`config.mk`:
```
export PLATFORM = sky130hd
export DESIGN_NAME = pfr_flags_top
export DESIGN_NICKNAME = d
export VERILOG_FILES = /design/src/core/pfr_pkg.sv /design/src/core/pfr_alu_if.sv /design/src/core/pfr_alu_flags.sv /design/src/core/pfr_cond_eval.sv /design/src/core/pfr_flags_top.sv
export VERILOG_INCLUDE_DIRS = /design/src /design/src/core
export SDC_FILE = /design/constraint.sdc
export NUM_CORES = 1
export LEC_CHECK = 0
export BUFFER_PORTS_ARGS = -buffer_cell sky130_fd_sc_hd__buf_2
export CORE_ASPECT_RATIO = 0.6
export CORE_MARGIN = 3
export CORE_UTILIZATION = 51
export CTS_CLUSTER_SIZE = 25
export DETAILED_ROUTE_END_ITERATION = 10
export GPL_ROUTABILITY_DRIVEN = 0
export MAX_ROUTING_LAYER = met4
export PLACE_DENSITY = 0.93
export SYNTH_ARGS = -nofsm -noshare
export SYNTH_HDL_FRONTEND = slang
export SYNTH_SLANG_ARGS = --single-unit
```
`constraint.sdc`:
```
create_clock -name clk -period 4.9 [get_ports clk]
set_input_delay 0.735 -clock clk [delete_from_list [all_inputs] [get_ports clk]]
set_output_delay 0.735 -clock clk [all_outputs]
set_load 0.03 [all_outputs]
```
`src/core/pfr_map.svh`:
```
`ifndef PFR_MAP_SVH
`define PFR_MAP_SVH
`define PFR_CF 0
`define PFR_PF 2
`define PFR_AF 4
`define PFR_ZF 6
`define PFR_SF 7
`define PFR_TF 8
`define PFR_IF 9
`define PFR_DF 10
`define PFR_OF 11
`define PFR_IO_PRIVILEGE_FIELD 13:12
`define PFR_LOW_BYTE 7:0
`define PFR_AUX_CARRY 4
`define PFR_MSB_BYTE 6'h07
`define PFR_MSB_WORD 6'h0f
`define PFR_MSB_DWORD 6'h1f
`define PFR_RESET_VAL 32'h0000_0002
`define PFR_FIXED_ONE 32'h0000_0002
`define PFR_WMASK 32'h0000_3fd5
`define PFR_STATUS_MASK 32'h0000_08d5
`define PFR_ACC_MASK 32'h0000_00d5
`define PFR_LOW_HALF 32'h0000_ffff
`define PFR_MASK_BYTE 32'h0000_00ff
`define PFR_CPL_TOP 2'h0
`endif

```
`src/core/pfr_pkg.sv`:
```
`default_nettype none
package pfr_pkg;
    typedef enum logic [4:0] {
        PFR_OP_NOP = 5'h00, PFR_OP_ADD = 5'h01, PFR_OP_ADC = 5'h02, PFR_OP_SUB = 5'h03,
        PFR_OP_SBB = 5'h04, PFR_OP_LOGIC = 5'h05, PFR_OP_STC = 5'h06, PFR_OP_CLC = 5'h07,
        PFR_OP_CMC = 5'h08, PFR_OP_STD = 5'h09, PFR_OP_CLD = 5'h0a, PFR_OP_LOAD_FLAGS_TO_ACC_INSN = 5'h0b,
        PFR_OP_STORE_ACC_TO_FLAGS_INSN = 5'h0c, PFR_OP_PUSH_FLAGS_INSN = 5'h0d, PFR_OP_POP_FLAGS_INSN = 5'h0e, PFR_OP_INTERRUPT_RETURN_INSN = 5'h0f,
        PFR_OP_TASK = 5'h10, PFR_OP_INT = 5'h11, PFR_OP_INT_TASK = 5'h12
    } pfr_op_t;
    typedef enum logic [1:0] {
        PFR_SZ_BYTE = 2'h0, PFR_SZ_WORD = 2'h1, PFR_SZ_DWORD = 2'h2
    } pfr_size_t;
    typedef enum logic [1:0] {
        PFR_ALU_ADD = 2'h0, PFR_ALU_SUB = 2'h1, PFR_ALU_PASS = 2'h2
    } pfr_alu_kind_t;
endpackage : pfr_pkg
`default_nettype wire

```
`src/core/pfr_alu_if.sv`:
```
`default_nettype none
interface pfr_alu_if;
    import pfr_pkg::*;
    logic [31:0] a;
    logic [31:0] b;
    pfr_alu_kind_t kind;
    logic cin;
    pfr_size_t size;
    logic [31:0] result;
    logic [31:0] status;
    modport core (output a, output b, output kind, output cin, output size,
        input result, input status);
    modport calc (input a, input b, input kind, input cin, input size,
        output result, output status);
endinterface : pfr_alu_if
`default_nettype wire

```
`src/core/pfr_alu_flags.sv`:
```
`include "pfr_map.svh"
`default_nettype none
module pfr_alu_flags
    import pfr_pkg::*;
(
    // Operand and flag carrier.
    pfr_alu_if.calc c
);
    logic [31:0] bb;
    logic [32:0] sum;
    logic [32:0] cv;
    logic [5:0] msb;
    logic [31:0] mask;
    logic sub;
    logic pass;

    assign sub = (c.kind == PFR_ALU_SUB);
    assign pass = (c.kind == PFR_ALU_PASS);
    assign bb = sub ? ~c.b : c.b;
    assign sum = {1'b0, c.a} + {1'b0, bb} + {32'h0, c.cin};
    assign cv = {sum[32], c.a ^ bb ^ sum[31:0]};

    always_comb begin
        unique case (c.size)
            PFR_SZ_BYTE: begin
                msb = `PFR_MSB_BYTE;
                mask = `PFR_MASK_BYTE;
            end
            PFR_SZ_WORD: begin
                msb = `PFR_MSB_WORD;
                mask = `PFR_LOW_HALF;
            end
            default: begin
                msb = `PFR_MSB_DWORD;
                mask = ~32'h0;
            end
        endcase
    end

    assign c.result = (pass ? c.b : sum[31:0]) & mask;

    always_comb begin
        c.status = 32'h0;
        c.status[`PFR_CF] = pass ? 1'b0 : (cv[msb + 6'h01] ^ sub);
        c.status[`PFR_PF] = ~^c.result[`PFR_LOW_BYTE];
        c.status[`PFR_AF] = pass ? 1'b0 : (cv[`PFR_AUX_CARRY] ^ sub);
        c.status[`PFR_ZF] = (c.result == 32'h0);
        c.status[`PFR_SF] = c.result[msb[4:0]];
        c.status[`PFR_OF] = pass ? 1'b0 : (cv[msb] ^ cv[msb + 6'h01]);
    end
endmodule : pfr_alu_flags
`default_nettype wire

```
`src/core/pfr_cond_eval.sv`:
```
`include "pfr_map.svh"
`default_nettype none
module pfr_cond_eval
(
    // Flag word and condition selector.
    input wire logic [31:0] flags,
    input wire logic [3:0] code,
    // Condition result.
    output logic taken
);
    logic base;
    logic lt;

    assign lt = flags[`PFR_SF] ^ flags[`PFR_OF];

    always_comb begin
        unique case (code[3:1])
            3'h0: base = flags[`PFR_OF];
            3'h1: base = flags[`PFR_CF];
            3'h2: base = flags[`PFR_ZF];
            3'h3: base = flags[`PFR_CF] | flags[`PFR_ZF];
            3'h4: base = flags[`PFR_SF];
            3'h5: base = flags[`PFR_PF];
            3'h6: base = lt;
            3'h7: base = lt | flags[`PFR_ZF];
        endcase
    end

    assign taken = base ^ code[0];
endmodule : pfr_cond_eval
`default_nettype wire

```
`src/core/pfr_flags_top.sv`:
```
`include "pfr_map.svh"
`default_nettype none
module pfr_flags_top
    import pfr_pkg::*;
(
    // Clock and reset.
    input wire logic clk,
    input wire logic rst,
    input wire logic init,
    // Retiring operation.
    input wire logic op_retire,
    input wire pfr_op_t op_code,
    input wire pfr_size_t op_size,
    input wire logic op_wide,
    input wire logic [31:0] op_a,
    input wire logic [31:0] op_b,
    input wire logic [31:0] op_load_data,
    input wire logic [1:0] current_privilege_level,
    // Queries.
    input wire logic [3:0] cond_code,
    input wire logic irq_req,
    input wire logic io_req,
    // Flag word and datapath results.
    output logic [31:0] processor_flags_word,
    output logic [31:0] alu_result,
    output logic [7:0] acc_flags_byte,
    output logic acc_flags_valid,
    output logic [31:0] stack_push_data,
    output logic stack_push_valid,
    output logic [31:0] task_save_data,
    output logic task_save_valid,
    // Control outputs.
    output logic cond_true,
    output logic string_step_down,
    output logic irq_accept,
    output logic single_step,
    output logic io_permit
);
    ////////////////////////////////////////////////////////////////////////////////
    logic [31:0] flags_r;
    logic [31:0] flags_nxt;
    logic [31:0] result_r;
    logic [31:0] result_nxt;
    logic [7:0] acc_r;
    logic [7:0] acc_nxt;
    logic acc_v_r;
    logic acc_v_nxt;
    logic [31:0] push_r;
    logic [31:0] push_nxt;
    logic push_v_r;
    logic push_v_nxt;
    logic [31:0] save_r;
    logic [31:0] save_nxt;
    logic save_v_r;
    logic save_v_nxt;
    logic cond_r;
    logic cond_nxt;
    logic irq_r;
    logic irq_nxt;
    logic io_r;
    logic io_nxt;
    logic cond_now;
    logic io_ok;

    pfr_alu_if alu ();

    ////////////////////////////////////////////////////////////////////////////////
    // Arithmetic operand steering.
    assign alu.a = op_a;
    assign alu.b = op_b;
    assign alu.size = op_size;

    always_comb begin
        unique case (op_code)
            PFR_OP_ADD, PFR_OP_ADC: alu.kind = PFR_ALU_ADD;
            PFR_OP_SUB, PFR_OP_SBB: alu.kind = PFR_ALU_SUB;
            default: alu.kind = PFR_ALU_PASS;
        endcase
    end

    always_comb begin
        unique case (op_code)
            PFR_OP_ADC: alu.cin = flags_r[`PFR_CF];
            PFR_OP_SBB: alu.cin = ~flags_r[`PFR_CF];
            PFR_OP_SUB: alu.cin = 1'b1;
            default: alu.cin = 1'b0;
        endcase
    end

    pfr_alu_flags u_alu (
        .c(alu.calc)
    );

    pfr_cond_eval u_cond (
        .flags(flags_r),
        .code(cond_code),
        .taken(cond_now)
    );

    assign io_ok = current_privilege_level <= flags_r[`PFR_IO_PRIVILEGE_FIELD];

    ////////////////////////////////////////////////////////////////////////////////
    // Flag update and group transfers.
    always_comb begin
        logic [31:0] pop_mask;
        pop_mask = op_wide ? `PFR_WMASK : (`PFR_WMASK & `PFR_LOW_HALF);
        if (current_privilege_level != `PFR_CPL_TOP) begin
            pop_mask[`PFR_IO_PRIVILEGE_FIELD] = 2'h0;
        end
        if (!io_ok) begin
            pop_mask[`PFR_IF] = 1'b0;
        end
        flags_nxt = flags_r;
        result_nxt = result_r;
        acc_nxt = acc_r;
        acc_v_nxt = 1'b0;
        push_nxt = push_r;
        push_v_nxt = 1'b0;
        save_nxt = save_r;
        save_v_nxt = 1'b0;
        if (op_retire) begin
            unique case (op_code)
                PFR_OP_ADD, PFR_OP_ADC, PFR_OP_SUB, PFR_OP_SBB, PFR_OP_LOGIC: begin
                    flags_nxt = (flags_r & ~`PFR_STATUS_MASK)
                        | (alu.status & `PFR_STATUS_MASK);
                    result_nxt = alu.result;
                end
                PFR_OP_STC: flags_nxt[`PFR_CF] = 1'b1;
                PFR_OP_CLC: flags_nxt[`PFR_CF] = 1'b0;
                PFR_OP_CMC: flags_nxt[`PFR_CF] = ~flags_r[`PFR_CF];
                PFR_OP_STD: flags_nxt[`PFR_DF] = 1'b1;
                PFR_OP_CLD: flags_nxt[`PFR_DF] = 1'b0;
                PFR_OP_LOAD_FLAGS_TO_ACC_INSN: begin
                    acc_nxt = flags_r[`PFR_LOW_BYTE];
                    acc_v_nxt = 1'b1;
                end
                PFR_OP_STORE_ACC_TO_FLAGS_INSN: begin
                    flags_nxt = (flags_r & ~`PFR_ACC_MASK)
                        | ({24'h0, op_load_data[15:8]} & `PFR_ACC_MASK);
                end
                PFR_OP_PUSH_FLAGS_INSN: begin
                    push_nxt = op_wide ? flags_r : (flags_r & `PFR_LOW_HALF);
                    push_v_nxt = 1'b1;
                end
                PFR_OP_POP_FLAGS_INSN, PFR_OP_INTERRUPT_RETURN_INSN: begin
                    flags_nxt = (flags_r & ~pop_mask) | (op_load_data & pop_mask);
                end
                PFR_OP_TASK, PFR_OP_INT_TASK: begin
                    save_nxt = flags_r;
                    save_v_nxt = 1'b1;
                    flags_nxt = (op_load_data & `PFR_WMASK) | `PFR_FIXED_ONE;
                end
                PFR_OP_INT: begin
                    push_nxt = flags_r;
                    push_v_nxt = 1'b1;
                end
                default: begin
                end
            endcase
        end
        if (init) begin
            flags_nxt = `PFR_RESET_VAL;
        end
    end

    ////////////////////////////////////////////////////////////////////////////////
    // Registered queries.
    always_comb begin
        cond_nxt = cond_now;
        irq_nxt = irq_req & flags_r[`PFR_IF];
        io_nxt = io_req & io_ok;
    end

    always_ff @(posedge clk or posedge rst) begin
        if (rst) begin
            flags_r <= `PFR_RESET_VAL;
            result_r <= 32'h0;
            acc_r <= 8'h0;
            acc_v_r <= 1'b0;
            push_r <= 32'h0;
            push_v_r <= 1'b0;
            save_r <= 32'h0;
            save_v_r <= 1'b0;
            cond_r <= 1'b0;
            irq_r <= 1'b0;
            io_r <= 1'b0;
        end else begin
            flags_r <= (flags_nxt & `PFR_WMASK) | `PFR_FIXED_ONE;
            result_r <= result_nxt;
            acc_r <= acc_nxt;
            acc_v_r <= acc_v_nxt;
            push_r <= push_nxt;
            push_v_r <= push_v_nxt;
            save_r <= save_nxt;
            save_v_r <= save_v_nxt;
            cond_r <= cond_nxt;
            irq_r <= irq_nxt;
            io_r <= io_nxt;
        end
    end

    assign processor_flags_word = flags_r;
    assign alu_result = result_r;
    assign acc_flags_byte = acc_r;
    assign acc_flags_valid = acc_v_r;
    assign stack_push_data = push_r;
    assign stack_push_valid = push_v_r;
    assign task_save_data = save_r;
    assign task_save_valid = save_v_r;
    assign cond_true = cond_r;
    assign string_step_down = flags_r[`PFR_DF];
    assign irq_accept = irq_r;
    assign single_step = flags_r[`PFR_TF];
    assign io_permit = io_r;

    ////////////////////////////////////////////////////////////////////////////////
    // Checks.
    chk_init_value: assert property (@(posedge clk) disable iff (rst)
        init |=> processor_flags_word == `PFR_RESET_VAL)
        else $error("Init did not load the reset flag value.");

    chk_carry_set: assert property (@(posedge clk) disable iff (rst)
        op_retire && op_code == PFR_OP_STC && !init |=> processor_flags_word[`PFR_CF])
        else $error("Set-carry did not set the carry flag.");

    chk_carry_flip: assert property (@(posedge clk) disable iff (rst)
        op_retire && op_code == PFR_OP_CMC && !init
        |=> processor_flags_word[`PFR_CF] != $past(processor_flags_word[`PFR_CF]))
        else $error("Complement-carry did not invert the carry flag.");

    chk_dir_step: assert property (@(posedge clk) disable iff (rst)
        op_retire && op_code == PFR_OP_STD && !init |=> string_step_down)
        else $error("Direction set did not select downward stepping.");

    chk_dir_clear: assert property (@(posedge clk) disable iff (rst)
        op_retire && op_code == PFR_OP_CLD && !init |=> !string_step_down)
        else $error("Direction clear did not select upward stepping.");

    chk_carry_clear: assert property (@(posedge clk) disable iff (rst)
        op_retire && op_code == PFR_OP_CLC && !init |=> !processor_flags_word[`PFR_CF])
        else $error("Clear-carry did not clear the carry flag.");

    chk_sign_flag: assert property (@(posedge clk) disable iff (rst)
        op_retire && !init && op_code inside {PFR_OP_ADD, PFR_OP_SUB, PFR_OP_LOGIC}
        && op_size == PFR_SZ_DWORD
        |=> processor_flags_word[`PFR_SF] == alu_result[31])
        else $error("Sign flag disagrees with the result.");

    chk_irq_gate: assert property (@(posedge clk) disable iff (rst)
        irq_accept |-> $past(irq_req) && $past(processor_flags_word[`PFR_IF]))
        else $error("Interrupt accepted while interrupts were disabled.");

    chk_io_privilege_field_guard: assert property (@(posedge clk) disable iff (rst)
        op_retire && !init && current_privilege_level != `PFR_CPL_TOP
        && (op_code == PFR_OP_POP_FLAGS_INSN || op_code == PFR_OP_INTERRUPT_RETURN_INSN)
        |=> $stable(processor_flags_word[`PFR_IO_PRIVILEGE_FIELD]))
        else $error("Privilege field changed below top privilege.");

    chk_idle_hold: assert property (@(posedge clk) disable iff (rst)
        !op_retire && !init |=> $stable(processor_flags_word))
        else $error("Flags changed without a retiring operation.");

    chk_zero_flag: assert property (@(posedge clk) disable iff (rst)
        op_retire && !init && op_code inside {PFR_OP_ADD, PFR_OP_SUB, PFR_OP_LOGIC}
        |=> processor_flags_word[`PFR_ZF] == (alu_result == 32'h0))
        else $error("Zero flag disagrees with the result.");

    chk_parity_flag: assert property (@(posedge clk) disable iff (rst)
        op_retire && !init && op_code inside {PFR_OP_ADD, PFR_OP_SUB, PFR_OP_LOGIC}
        |=> processor_flags_word[`PFR_PF] == ~^alu_result[`PFR_LOW_BYTE])
        else $error("Parity flag disagrees with the result.");

    chk_task_save: assert property (@(posedge clk) disable iff (rst)
        op_retire && op_code == PFR_OP_TASK
        |=> task_save_valid && task_save_data == $past(processor_flags_word))
        else $error("Task switch did not save the outgoing flags.");

    chk_io_permit: assert property (@(posedge clk) disable iff (rst)
        io_permit |-> $past(io_req)
        && $past(current_privilege_level) <= $past(processor_flags_word[`PFR_IO_PRIVILEGE_FIELD]))
        else $error("I/O permitted above the privilege field.");

    chk_int_push: assert property (@(posedge clk) disable iff (rst)
        op_retire && op_code == PFR_OP_INT
        |=> stack_push_valid && stack_push_data == $past(processor_flags_word))
        else $error("Handler entry did not push the flags.");
endmodule : pfr_flags_top
`default_nettype wire

```
# Word level (Yosys, flattened, before mapping)
# Index checks and enable logic that the tools add are counted.
[word_totals] reg_bits=99 latch_bits=0 ram_bits=0 rom_bits=0 inputBits=116 out_inout_bits=144 n_memories=0
[op_classes] n_addsub=3 multipliers=0 div=0 n_lt_le_gt_ge=4 n_eq_ne=28 n_shift=0 muxes=31 n_bitwise=20 reduce_logical=23
[op_table] op="2-to-1 mux 32 bit" n=3
[op_table] op="case mux 32 bit (2 select lines)" n=1
[op_table] op="XOR 32 bit" n=2
[op_table] op="== test 5 x 4 -> 1 bit (second input constant)" n=8
[op_table] op="case mux 9 bit (4 select lines)" n=1
[op_table] op="adder 32 x 32 -> 33 bit" n=1
[op_table] op="adder 33 x 1 -> 33 bit" n=1
[op_table] op="bitwise AND 32 bit" n=1
[op_table] op="logical NOT 32 bit" n=1
[op_table] op="NOT 32 bit" n=1
[op_table] op="bitwise AND 14 bit" n=2
[op_table] op="2-to-1 mux 14 bit" n=2
[op_table] op="== test 5 x 3 -> 1 bit (second input constant)" n=4
[op_table] op="== test 5 bit (second input constant)" n=3
[op_table] op="NOT 14 bit" n=1
[op_table] op="OR 14 x 12 -> 14 bit" n=1
[op_table] op="OR 14 bit" n=1
[op_table] op="OR 14 x 8 -> 14 bit" n=1
[op_table] op="AND reduction 2 bit" n=7
[op_table] op="2-to-1 mux 1 bit" n=13
[op_table] op="binary-select mux 1 bit (select 6 bit)" n=2
[op_table] op="== test 3 bit (second input constant)" n=4
[op_table] op="case mux 3 bit (4 select lines)" n=1
[op_table] op="== test 5 x 2 -> 1 bit (second input constant)" n=2
[op_table] op="31 further kinds" n=45

# Longest topological paths before layout
# Gate-level depths: netlist of run 1.
[logic_depth] word_depth=16 ltp_mapped=26 depth_no_buf=23

# Hierarchy
# Synthesis of run 1 repeated with hierarchy kept, for this count alone.
[hier_totals] cells_unflattened=800 hier_area_um2=7081.8
[by_module_without_submodules] mod="pfr_flags_top" n_inst=1 cells_each=329 area_per_inst_um2=3962.6
[by_module_without_submodules] mod="pfr_alu_flags" n_inst=1 cells_each=459 area_per_inst_um2=3040.4
[by_module_without_submodules] mod="pfr_cond_eval" n_inst=1 cells_each=12 area_per_inst_um2=78.8

# Worst setup path after synthesis of run 1
# No wires, ideal clock.
[synth_path] path_type="input-to-reg" startpoint="input op_code[0]" endpoint="register flags_r[6] (netlist: processor_flags_word[6])" arrival_time_ns=5.129 required_time_ns=4.796 slack_ns=-0.332 path_stages=23 cell_sequence="clkbuf_1 > clkbuf_1 > nand3_1 > o21ai_0 > and2_1 > clkbuf_1 > buf_1 > xor2_1 > fa_1 > a21o_4 > a221o_2 > xnor2_1 > nor2_1 > a21oi_1 > ha_1 > nand4_1 > nor2_1 > o2111ai_1 > a21oi_1 > o211ai_1 > nor4_1 > nand4_1 > o41ai_2"
[synth_via] elab_chain_cells=14 word_cells_on_any_way=31 cone_classes="add/sub (2); eq/ne (12); mux (7); bitwise (2); reduce/logical (8)"
[synth_rtl] item="start, declared" line_no="pfr_flags_top.sv:12" rtl="input wire pfr_op_t op_code,"
[synth_rtl] item="== test 5 x 2 -> 1 bit, or another cell as far along" line_no="pfr_flags_top.sv:74, pfr_flags_top.sv:82, pfr_flags_top.sv:122"
[synth_rtl] item="OR reduction 2 bit" line_no="pfr_flags_top.sv:74" rtl="unique case (op_code)"
[synth_rtl] item="case mux 2 bit (2 select lines)" line_no="pfr_flags_top.sv:74"
[synth_rtl] item="== test 2 x 1 -> 1 bit" line_no="pfr_alu_flags.sv:17" rtl="assign sub = (c.kind == PFR_ALU_SUB);"
[synth_rtl] item="2-to-1 mux 32 bit" line_no="pfr_alu_flags.sv:19" rtl="assign bb = sub ? ~c.b : c.b;"
[synth_rtl] item="adder 32 x 32 -> 33 bit" line_no="pfr_alu_flags.sv:20" rtl="assign sum = {1'b0, c.a} + {1'b0, bb} + {32'h0, c.cin};"
[synth_rtl] item="adder 33 x 1 -> 33 bit" line_no="pfr_alu_flags.sv:20"
[synth_rtl] item="2-to-1 mux 32 bit" line_no="pfr_alu_flags.sv:40" rtl="assign c.result = (pass ? c.b : sum[31:0]) & mask;"
[synth_rtl] item="bitwise AND 32 bit" line_no="pfr_alu_flags.sv:40"
[synth_rtl] item="logical NOT 32 bit" line_no="pfr_alu_flags.sv:47" rtl="c.status[`PFR_ZF] = (c.result == 32'h0);"
[synth_rtl] item="OR 14 x 12 -> 14 bit" line_no="pfr_flags_top.sv:124" rtl="flags_nxt = (flags_r & ~`PFR_STATUS_MASK)"
[synth_rtl] item="case mux 9 bit (4 select lines)" line_no="pfr_flags_top.sv:122" rtl="unique case (op_code)"
[synth_rtl] item="2-to-1 mux 14 bit" line_no="pfr_flags_top.sv:121" rtl="if (op_retire) begin"
[synth_rtl] item="2-to-1 mux 14 bit" line_no="pfr_flags_top.sv:161" rtl="if (init) begin"
[synth_rtl] item="end signal, assigned" line_no="pfr_flags_top.sv:176" rtl="flags_r <= `PFR_RESET_VAL;"
[synth_rtl] item="end signal, assigned" line_no="pfr_flags_top.sv:188" rtl="flags_r <= (flags_nxt & `PFR_WMASK) | `PFR_FIXED_ONE;"
[synth_rtl] item="end, declared" line_no="pfr_flags_top.sv:40" rtl="logic [31:0] flags_r;"
# Parallel ways exist; a longest one is shown, timed or not. The select of a mux whose other input is x is not followed.
# A chain may end at the register's enable or synchronous reset.

# Final worst setup path of run 1
# Same ends and word-level chain as after synthesis.

==> out/qor.yml, run 1 <==
floorplan:
  die_h_um: 96.6
  dieArea_um2: 15200
  die_x_um: 157
  initial_core_util_pct: 53.3
  io_pins: 260
  core_um2: 13100
  row_count: 32
sta:
  finalCriticalPeriod_ns: 4.76
  hold_viol: 0
  setup_ws_ns: 0.144
  tightest_slew_ns: 1.28
  setup_viol: 0
  max_freq_mhz: 210
  maxSlewHeadroom_pct: 14.6
  fin_skew_ns: 0.00841
  timing.final.crit_share_pct: 97.1
  finalMaxSlewViolations: 0
logic_synthesis:
  yosysWarnings: 0
  async_flop_share_pct: 100
  synth_cell_types: 76
  syn_area_per_cell_um2: 8.35
  synth-seq-cells: 79
  synthCells: 836
  yosysMostFrequentCell: "nand2_1"
  yosysSeqAreaShare_pct: 28.3
  yosys-top-cells-count: "nand2_1 (99), dfrtp_1 (79), buf_4 (69), o21ai_0 (69), a21oi_1 (60)"
  synth_area_um2: 6980
  synth_top_cell_by_area: "dfrtp_1"
  synth_ff_type: "dfrtp_1"
  synth_top_area_share_pct: 28.3
  netlist_top_cells_area: "dfrtp_1 (28%), buf_4 (7.4%), ha_1 (6.6%)"
  synth_edf_count: 0
detailed_routing:
  drc: 0
  vias: 6894
  dr.first_iter.drc_count: 845
  routed_wl_um: 21700
  drtPass1Iterations: 7
  ant_nets: 0
  drt-wirelength-per-cell_um: 18.4
  via_per_inst: 5.84
placement:
  place_hpwl_um: 16900
  dp_slack_ns: -0.134
  portBuffers: 176
setup_path:
  cp_max_fo: 8
  start_kind: "primary input"
  arrival_ns: 4.99
  critical_path_class: "primary input to flop"
  end_kind: "flop"
  crit_required_ns: 5.13
clocking:
  cts_sinks: 79
  max-clock-path-buffers: 2
  clkTransAtPathRegs_ns: 0.06
  cts_root_buffer: "clkbuf_16"
  cts_tree: "built"
  clk_latency_ns: 0.34
  cts_inserted_buffers: 9
  cts_max_level: 3
  cts_hold_buf: 0
outcome:
  status: "finished, final reports clean"
pwr:
  total_power_w: 0.00251
  p_per_area_nw_per_um2: 309
  ir_worst_vdd_v: 0.000188
  leakagePower_nw: 4.13
run:
  maxCapViolCount: 0
layout:
  nNetsFinal: 1158
  area_growth_pct: 16.6
  layout-drive-gt1-share_pct: 27.4
  n_fill_cell: 1144
global_route:
  track_usage_pct: 27.5
  grt_max_degree: 49
  grt_pass1_vias: 6239
  grt_pass1_wl_um: 32900
  gr-total-overflow: 0
  antenna_found_initial: 2
hold_path:
  hp-class: "flop to flop"
cell families after synthesis:
| family | Yosys count | synth area share [%] |
|---|---|---|
| other | 2 | 0.108 |
| AOI/OAI and AO/OA | 235 | 22.4 |
| DFF | 79 | 28.3 |
| and+or+nand+nor | 243 | 15.9 |
| xor gates and xnor gates | 65 | 8.26 |
| adders and majority gates | 39 | 7.20 |
| buffers and inverters | 129 | 11.0 |
| muxes | 44 | 6.86 |
path summary, 6_finish.rpt:
| path | startpoint | endpoint | slack [ns] | cells past startpoint |
|---|---|---|---|---|
| setup / recovery | op_code[0] | processor_flags_word[6]$_DFFE_PP0P_ | 0.14 | 21 |
| hold / removal | stack_push_data[1]$_DFFE_PP0P_ | stack_push_data[1]$_DFFE_PP0P_ | 0.46 | 1 |
| setup reg to reg | processor_flags_word[0]$_DFFE_PP0P_ | processor_flags_word[6]$_DFFE_PP0P_ | 0.27 | 19 |
| hold reg to reg | stack_push_data[1]$_DFFE_PP0P_ | stack_push_data[1]$_DFFE_PP0P_ | 0.46 | 1 |
| max in group asynchronous | rst | stack_push_data[8]$_DFFE_PP0P_ | 3.43 | 3 |
| min in group asynchronous | rst | alu_result[16]$_DFFE_PP0P_ | 0.54 | 2 |
sequential cells by signal, summed over array words and instances (netlist names):
| signal | flops |
|---|---|
| alu_result | 32 |
| stack_push_data | 12 |
| task_save_data | 12 |
| processor_flags_word | 11 |
| acc_flags_byte | 6 |
| acc_flags_valid | 1 |
| cond_true | 1 |
| io_permit | 1 |
| irq_accept | 1 |
| stack_push_valid | 1 |
| task_save_valid | 1 |
where the power goes:
group / internal, W / switching, W / total, W
Combinational: 0.000356 / 0.000711 / 0.00107
Clock: 0.000365 / 0.000300 / 0.000664
Sequential: 0.000733 / 0.0000493 / 0.000782
Total: 0.00145 / 0.00106 / 0.00251
per-layer routing:
layer  GRT usage, %  up-vias  routed length, um
li1               -     3191                  -
met3           8.54       37               2780
met4           3.87        0                231
met5              -        -                  0
met1           39.8     3235               9400
met2           38.7      431               9250
layout by cell type (no fill, tap or decap), drive strengths merged, types with 5 or more instances in the layout:
cell type,synthesis,routed
a211oi,6,6
o41ai,5,5
o31ai,8,8
o22ai,7,7
nand4,12,12
o21ai,71,71
nor2,58,58
or2,5,5
buf,81,204
nand2,99,99
o21a,9,9
inv,19,20
ha,37,37
xor2,47,47
xnor2,18,18
a21oi,60,60
mux2i,13,13
o211ai,9,9
dfrtp,79,79
a22oi,6,6
nor3,12,12
mux2,31,31
nor2b,7,7
nand3,18,18
a31oi,5,5
nand2b,8,8
a21o,9,9
and2,8,8
clkbuf,28,10
a21boi,7,7
and3,6,6
conb,2,63
worst max-delay path, cell delays in order:
cell	delay, ns
buf_2	0.13
nand2b_1	0.16
o21ai_0	0.14
and2_2	0.17
buf_4	0.20
xor2_1	0.13
fa_1	0.47
a21o_4	0.25
a221o_2	0.38
xnor2_1	0.19
nor2_1	0.08
a21oi_2	0.16
ha_1	0.18
nand4_1	0.16
nor2_1	0.14
o2111ai_1	0.17
a21oi_1	0.20
o211ai_1	0.12
nor4_1	0.35
nand4_1	0.17
o41ai_2	0.32
area by class of cell:
class                      count  area (um2)  area share, %
antenna                        2        5.00         0.0615
clock buffer                  10         239           2.93
clock inverter                 6        52.6          0.645
inverter                      20        76.3          0.937
multi-input combinational    689        4480           55.0
sequential                    79        1980           24.3
tap                          170         213           2.61
timing repair buffer         204        1100           13.6
repair_timing:
item,in CTS,in global routing
endpoints found under the setup margin,0,1
gates resized for setup,0,1
endpoints found under the hold margin,0,0
buffers inserted,0,0
per-stage QoR:
stage	cell area [um2]	instances	hold WS [ns]	utilization, %	setup TNS, ns
floorplan	7220	897	0.655	-	0
global placement	7840	1162	0.444	59.9	0
detailed placement	7840	1162	0.450	59.9	-0.134
CTS	8130	1178	0.466	62.1	0
global route	8140	1180	0.480	62.2	-0.000547
finish	8140	1180	0.462	62.2	0
No activity file was read; power rests on OpenSTA's default activity.
==> inputs of run 2 (changes only) <==
PLACE_DENSITY = 0.79   (was 0.93)
==> run 2 against run 1 <==
Count of clock-buffer cells in the layout shrank 1. Global-route usage grew 0.50 points. Final cell count grew 1.4%. Critical endpoint unchanged. Largest cell class unchanged. Largest power group unchanged.
==> out/qor.yml, run 2 (synthesized netlist as in run 1, its figures left out) <==
outcome:
  status: "finished, final reports clean"
setup_path:
  end_kind: "flop"
  cp_max_fo: 15
  r2r_cells: 17
  r2r_setup_slack_ns: 0.68
  arrival_ns: 4.78
  r2r-start: "processor_flags_word[0]$_DFFE_PP0P_"
  critical_path_class: "primary input to flop"
  start_kind: "primary input"
  startpoint: "op_code[0]"
  crit_required_ns: 5.14
  worstReg2RegEnd: "processor_flags_word[6]$_DFFE_PP0P_"
clocking:
  cts_hold_buf: 0
  cts_max_level: 3
  cts_sinks: 79
  clk_latency_ns: 0.34
  max-clock-path-buffers: 2
  cts_root_buffer: "clkbuf_16"
  clkTransAtPathRegs_ns: 0.07
  cts_inserted_buffers: 9
  cts_tree: "built"
layout:
  final_common_cell: "buf_2"
  nNetsFinal: 1176
  final_area_um2: 8270
  n_fill_cell: 1131
  area_growth_pct: 18.4
  mostFrequentLayoutCells: "buf_2 (176), nand2_1 (99), dfrtp_1 (79)"
  layout-drive-gt1-share_pct: 28.7
  num_antenna_cells: 0
  largest_reg_flops: 32
detailed_routing:
  drtPass1Iterations: 5
  drc: 0
  dr.first_iter.drc_count: 777
  vias: 6826
  via_per_inst: 5.71
  routed_wl_um: 21500
  drt-wirelength-per-cell_um: 17.9
  ant_nets: 0
floorplan:
  io_pins: 260
  dieArea_um2: 15200
  row_count: 32
  die_h_um: 96.6
  initial_core_util_pct: 53.3
  core_um2: 13100
  die_x_um: 157
placement:
  placedInstanceArea_um2: 7970
  place_hpwl_um: 17100
  portBuffers: 176
pwr:
  power_frac_clock_pct: 27.4
  p_switching_w: 0.00107
  ir_worst_vdd_v: 0.000199
  power.internal_w: 0.00151
  switching_share_pct: 41.4
  p_per_area_nw_per_um2: 311
  total_power_w: 0.00258
  leakagePower_nw: 4.23
  pwr-share-seq_pct: 30.3
  p_comb_share_pct: 42.3
global_route:
  gr-total-overflow: 0
  grt_max_degree: 56
  grt_pass1_vias: 6224
  track_usage_pct: 28.0
  grt_pass1_wl_um: 33100
  antenna_found_initial: 0
run:
  maxCapViolCount: 0
sta:
  rsz0062_at_grt: "false"
  setup_viol: 0
  tightest_slew_ns: 1.19
  fin_skew_ns: 0.0110
  hold_viol: 0
  max_freq_mhz: 220
  maxSlewHeadroom_pct: 20.0
  finalCriticalPeriod_ns: 4.54
  finalMaxSlewViolations: 0
  timing.final.crit_share_pct: 92.7
hold_path:
  hp-class: "primary input to asynchronous set/reset pin"
## run 2: cell count changes in the layout (fill, tap and decap cells not counted), sizes merged
cell | previous run | this run
clkbuf | 10 | 9
inv | 20 | 22
diode | 2 | 0
bufinv | 0 | 1
buf | 204 | 222
clkinvlp | 2 | 0
## run 2: power by group through the flow
stage | clock network [W] | logic (W) | registers (W)
CTS | 0.000719 | 0.00107 | 0.000780
finish | 0.000706 | 0.00109 | 0.000781
global placement | 0 | 0.00105 | 0.000788
floorplan | 0 | 0.000615 | 0.000953
global route | 0.000742 | 0.00117 | 0.000790
detailed placement | 0 | 0.00106 | 0.000791
## run 2: stage by stage
stage | setup WS (ns) | hold slack (ns) | setup TNS [ns] | util, % | instances
2_1_floorplan | 0.0139 | 0.655 | 0 | - | 897
3_3_place_gp | 0.0644 | 0.445 | 0 | 60.8 | 1180
3_5_place_dp | -0.00900 | 0.452 | -0.00900 | 60.8 | 1180
4_1_cts | 0.332 | 0.403 | 0 | 63.1 | 1196
5_1_grt | 0.00219 | 0.424 | 0 | 63.2 | 1196
6_report | 0.359 | 0.395 | 0 | 63.2 | 1196
## run 2: area by class of cell
class	count	area, um2	share of cell area (%)
Multi-Input combinational cell	689	4480	54.1
Sequential cell	79	1980	23.9
Timing Repair Buffer	222	1230	14.8
Clock buffer	9	225	2.72
Tap cell	170	213	2.57
Clock inverter	7	77.6	0.938
Inverter	20	76.3	0.923
## run 2: worst max-delay path by stage
stage	end	slack, ns	cells past startpoint
after floorplan	processor_flags_word[6]$_DFFE_PP0P_	0.01	24
after global placement	processor_flags_word[6]$_DFFE_PP0P_	0.06	23
after detailed placement	processor_flags_word[6]$_DFFE_PP0P_	-0.009	24
after CTS	processor_flags_word[6]$_DFFE_PP0P_	0.33	24
after global routing	processor_flags_word[6]$_DFFE_PP0P_	0.002	24
final	processor_flags_word[6]$_DFFE_PP0P_	0.36	18
## run 2: critical path, stage by stage
cell,delay (ns)
buf_2,0.12
nand2b_1,0.15
o21ai_0,0.14
and2_2,0.18
buf_4,0.17
buf_4,0.30
xor2_1,0.11
ha_1,0.39
nand2_1,0.09
o21ai_0,0.27
nor3_1,0.09
a21oi_1,0.31
nand3_1,0.19
o31a_1,0.38
o41ai_1,0.44
xor2_1,0.15
o221a_2,0.30
o41ai_2,0.26
## run 2: routing by layer
layer | routed length [um] | track usage (%)
met1 | 10300 | 43.9
met5 | 0 | -
met4 | 197 | 4.13
met3 | 2260 | 6.84
met2 | 8690 | 36.6
## run 2: repair_timing
action	in CTS	in global routing
setup buffers	0	0
gates resized for setup	0	1
endpoints found under the hold margin	0	0
setup endpoints to repair	0	1
==> inputs of run 3 (changes only) <==
SETUP_SLACK_MARGIN = 0.5   (was not set)
==> run 3 against run 2 <==
Total power up 2.5%. Largest cell class unchanged. Sequential share of layout area decreased by 0.61 points. Critical path depth rose by 2. First-iteration DRC count is 11% lower. Largest power group unchanged.
==> out/qor.yml, run 3 (synthesized netlist as in run 1, its figures left out) <==
outcome:
  status: "finished, final reports clean"
global_route:
  antenna_found_initial: 0
  grt_pass1_vias: 6212
  gr-total-overflow: 0
  grt_pass1_wl_um: 33200
  track_usage_pct: 27.8
  grt_max_degree: 54
sta:
  setup_viol: 0
  tightest_slew_ns: 1.15
  fin_skew_ns: 0.00789
  tns_ns: 0
  hold_viol: 0
  rsz0062_at_grt: "true"
  timing.final.crit_share_pct: 89.7
  max_freq_mhz: 228
  maxSlewHeadroom_pct: 22.6
  finalCriticalPeriod_ns: 4.39
  finalMaxSlewViolations: 0
floorplan:
  die_h_um: 96.6
  io_pins: 260
  die_x_um: 157
  dieArea_um2: 15200
  row_count: 32
  initial_core_util_pct: 53.3
  core_um2: 13100
setup_path:
  r2r_cells: 16
  start_kind: "primary input"
  worstReg2RegEnd: "processor_flags_word[6]$_DFFE_PP0P_"
  crit_chain: "buf_8 -> nand2b_4 -> o21ai_1 -> and2_4 -> xor2_1 -> inv_1 -> fa_2 -> inv_2 -> fa_2 -> a21o_4 -> a221o_2 -> buf_4 -> a41oi_4 -> a21oi_1 -> nor2_1 -> xor2_1 -> o211ai_1 -> nor4b_2 -> nand4_1 -> o41ai_2"
  cp_max_fo: 4
  slowest_stage: "a221o_2"
  arrival_ns: 4.63
  critical_path_class: "primary input to flop"
  r2r-start: "processor_flags_word[0]$_DFFE_PP0P_"
  r2r_setup_slack_ns: 0.82
  critPathMaxStageDelay_ns: 0.40
  crit_required_ns: 5.14
  end_kind: "flop"
  crit_buf_inv: 4
  cp.depth: 20
  critical_path.top_delay_family: "compound AO/OA/AOI/OAI gates"
hold_path:
  hp-class: "flop to flop"
  hold_path.startpoint: "task_save_data[1]$_DFFE_PP0P_"
  min_to: "task_save_data[1]$_DFFE_PP0P_"
  min_path_cells: 1
clocking:
  cts_sinks: 79
  cts_tree: "built"
  cts_inserted_buffers: 9
  clk_latency_ns: 0.33
  cts_max_level: 3
  cts_root_buffer: "clkbuf_16"
  clkTransAtPathRegs_ns: 0.07
  max-clock-path-buffers: 2
detailed_routing:
  drt-wirelength-per-cell_um: 18.0
  wl_met2_um: 8830
  drtPass1Iterations: 5
  ant_nets: 0
  drc: 0
  vias: 6820
  routed_wl_um: 21600
  via_per_inst: 5.68
  wl_met3_um: 2440
  highest_layer: "met4"
  wl_met1_um: 10200
  dr.first_iter.drc_count: 692
pwr:
  p_per_area_nw_per_um2: 311
  total_power_w: 0.00264
  leakagePower_nw: 4.29
  ir_worst_vdd_v: 0.000197
layout:
  nNetsFinal: 1181
  final_common_cell: "buf_2"
  mostFrequentLayoutCells: "buf_2 (173), nand2_1 (99), dfrtp_1 (79)"
  largest_reg_flops: 32
  num_antenna_cells: 0
  layout-drive-gt1-share_pct: 30.9
  area_growth_pct: 21.6
  stdcell_count: 1201
  postLayoutCoreUtil_pct: 64.8
run:
  maxCapViolCount: 0
placement:
  portBuffers: 176
  place_hpwl_um: 16800
  dp_cells: 1174
run 3: worst max path at each step:
stage | start | end | slack (ns)
2_1_floorplan | op_code[0] | processor_flags_word[6]$_DFFE_PP0P_ | 0.39
3_3_place_gp | op_code[0] | processor_flags_word[6]$_DFFE_PP0P_ | 0.11
3_5_place_dp | op_code[0] | processor_flags_word[6]$_DFFE_PP0P_ | 0.008
4_1_cts | op_code[0] | processor_flags_word[6]$_DFFE_PP0P_ | 0.53
5_1_grt | op_code[0] | processor_flags_word[6]$_DFFE_PP0P_ | 0.30
6_report | op_code[0] | processor_flags_word[6]$_DFFE_PP0P_ | 0.51
run 3: repair_timing:
action	CTS	global route
cloned	0	0
hold buffers	0	0
resized for setup	3	32
setup endpoints to repair	1	6
setup buffers	0	11
pin swaps	0	17
run 3: metal layers:
layer / track usage (%) / vias to the layer above
met4: 4.00 / 0
met5: - / -
met3: 7.82 / 16
met1: 43.4 / 3186
met2: 36.2 / 382
li1: - / 3236
run 3: report_power, final:
| group | total [W] | internal [W] | switching [W] |
|---|---|---|---|
| combinational | 0.00110 | 0.000387 | 0.000717 |
| sequential | 0.000784 | 0.000733 | 0.0000508 |
| clock | 0.000753 | 0.000454 | 0.000299 |
| total | 0.00264 | 0.00157 | 0.00107 |
run 3: worst register-to-register path: cells and delay by family, from the launching register on:
kind                     cells  cell delay [ns]
adder cells (fa/ha/maj)      2             0.59
AND/OR/NAND/NOR              3             0.52
AO/OA/AOI/OAI                8             1.91
flip-flops                   1             0.42
XOR/XNOR                     1             0.34
buffers and inverters        2             0.21
run 3: per-stage QoR:
| stage | cell area (um2) | hold slack (ns) | setup WS (ns) |
|---|---|---|---|
| 3_5_place_dp | 7940 | 0.453 | 0.00760 |
| 2_1_floorplan | 7320 | 0.655 | 0.391 |
| 4_1_cts | 8280 | 0.469 | 0.526 |
| 3_3_place_gp | 7940 | 0.448 | 0.112 |
| 5_1_grt | 8490 | 0.479 | 0.297 |
| 6_report | 8490 | 0.465 | 0.506 |
run 3: layout make-up:
type	count	area, um2
fillers	1119	4600
multi-input cells	689	4570
inverters	20	81.3
well taps	170	213
clock inverters	7	104
clock buffers	9	225
repair buffers	227	1320
flip-flops and latches	79	1980
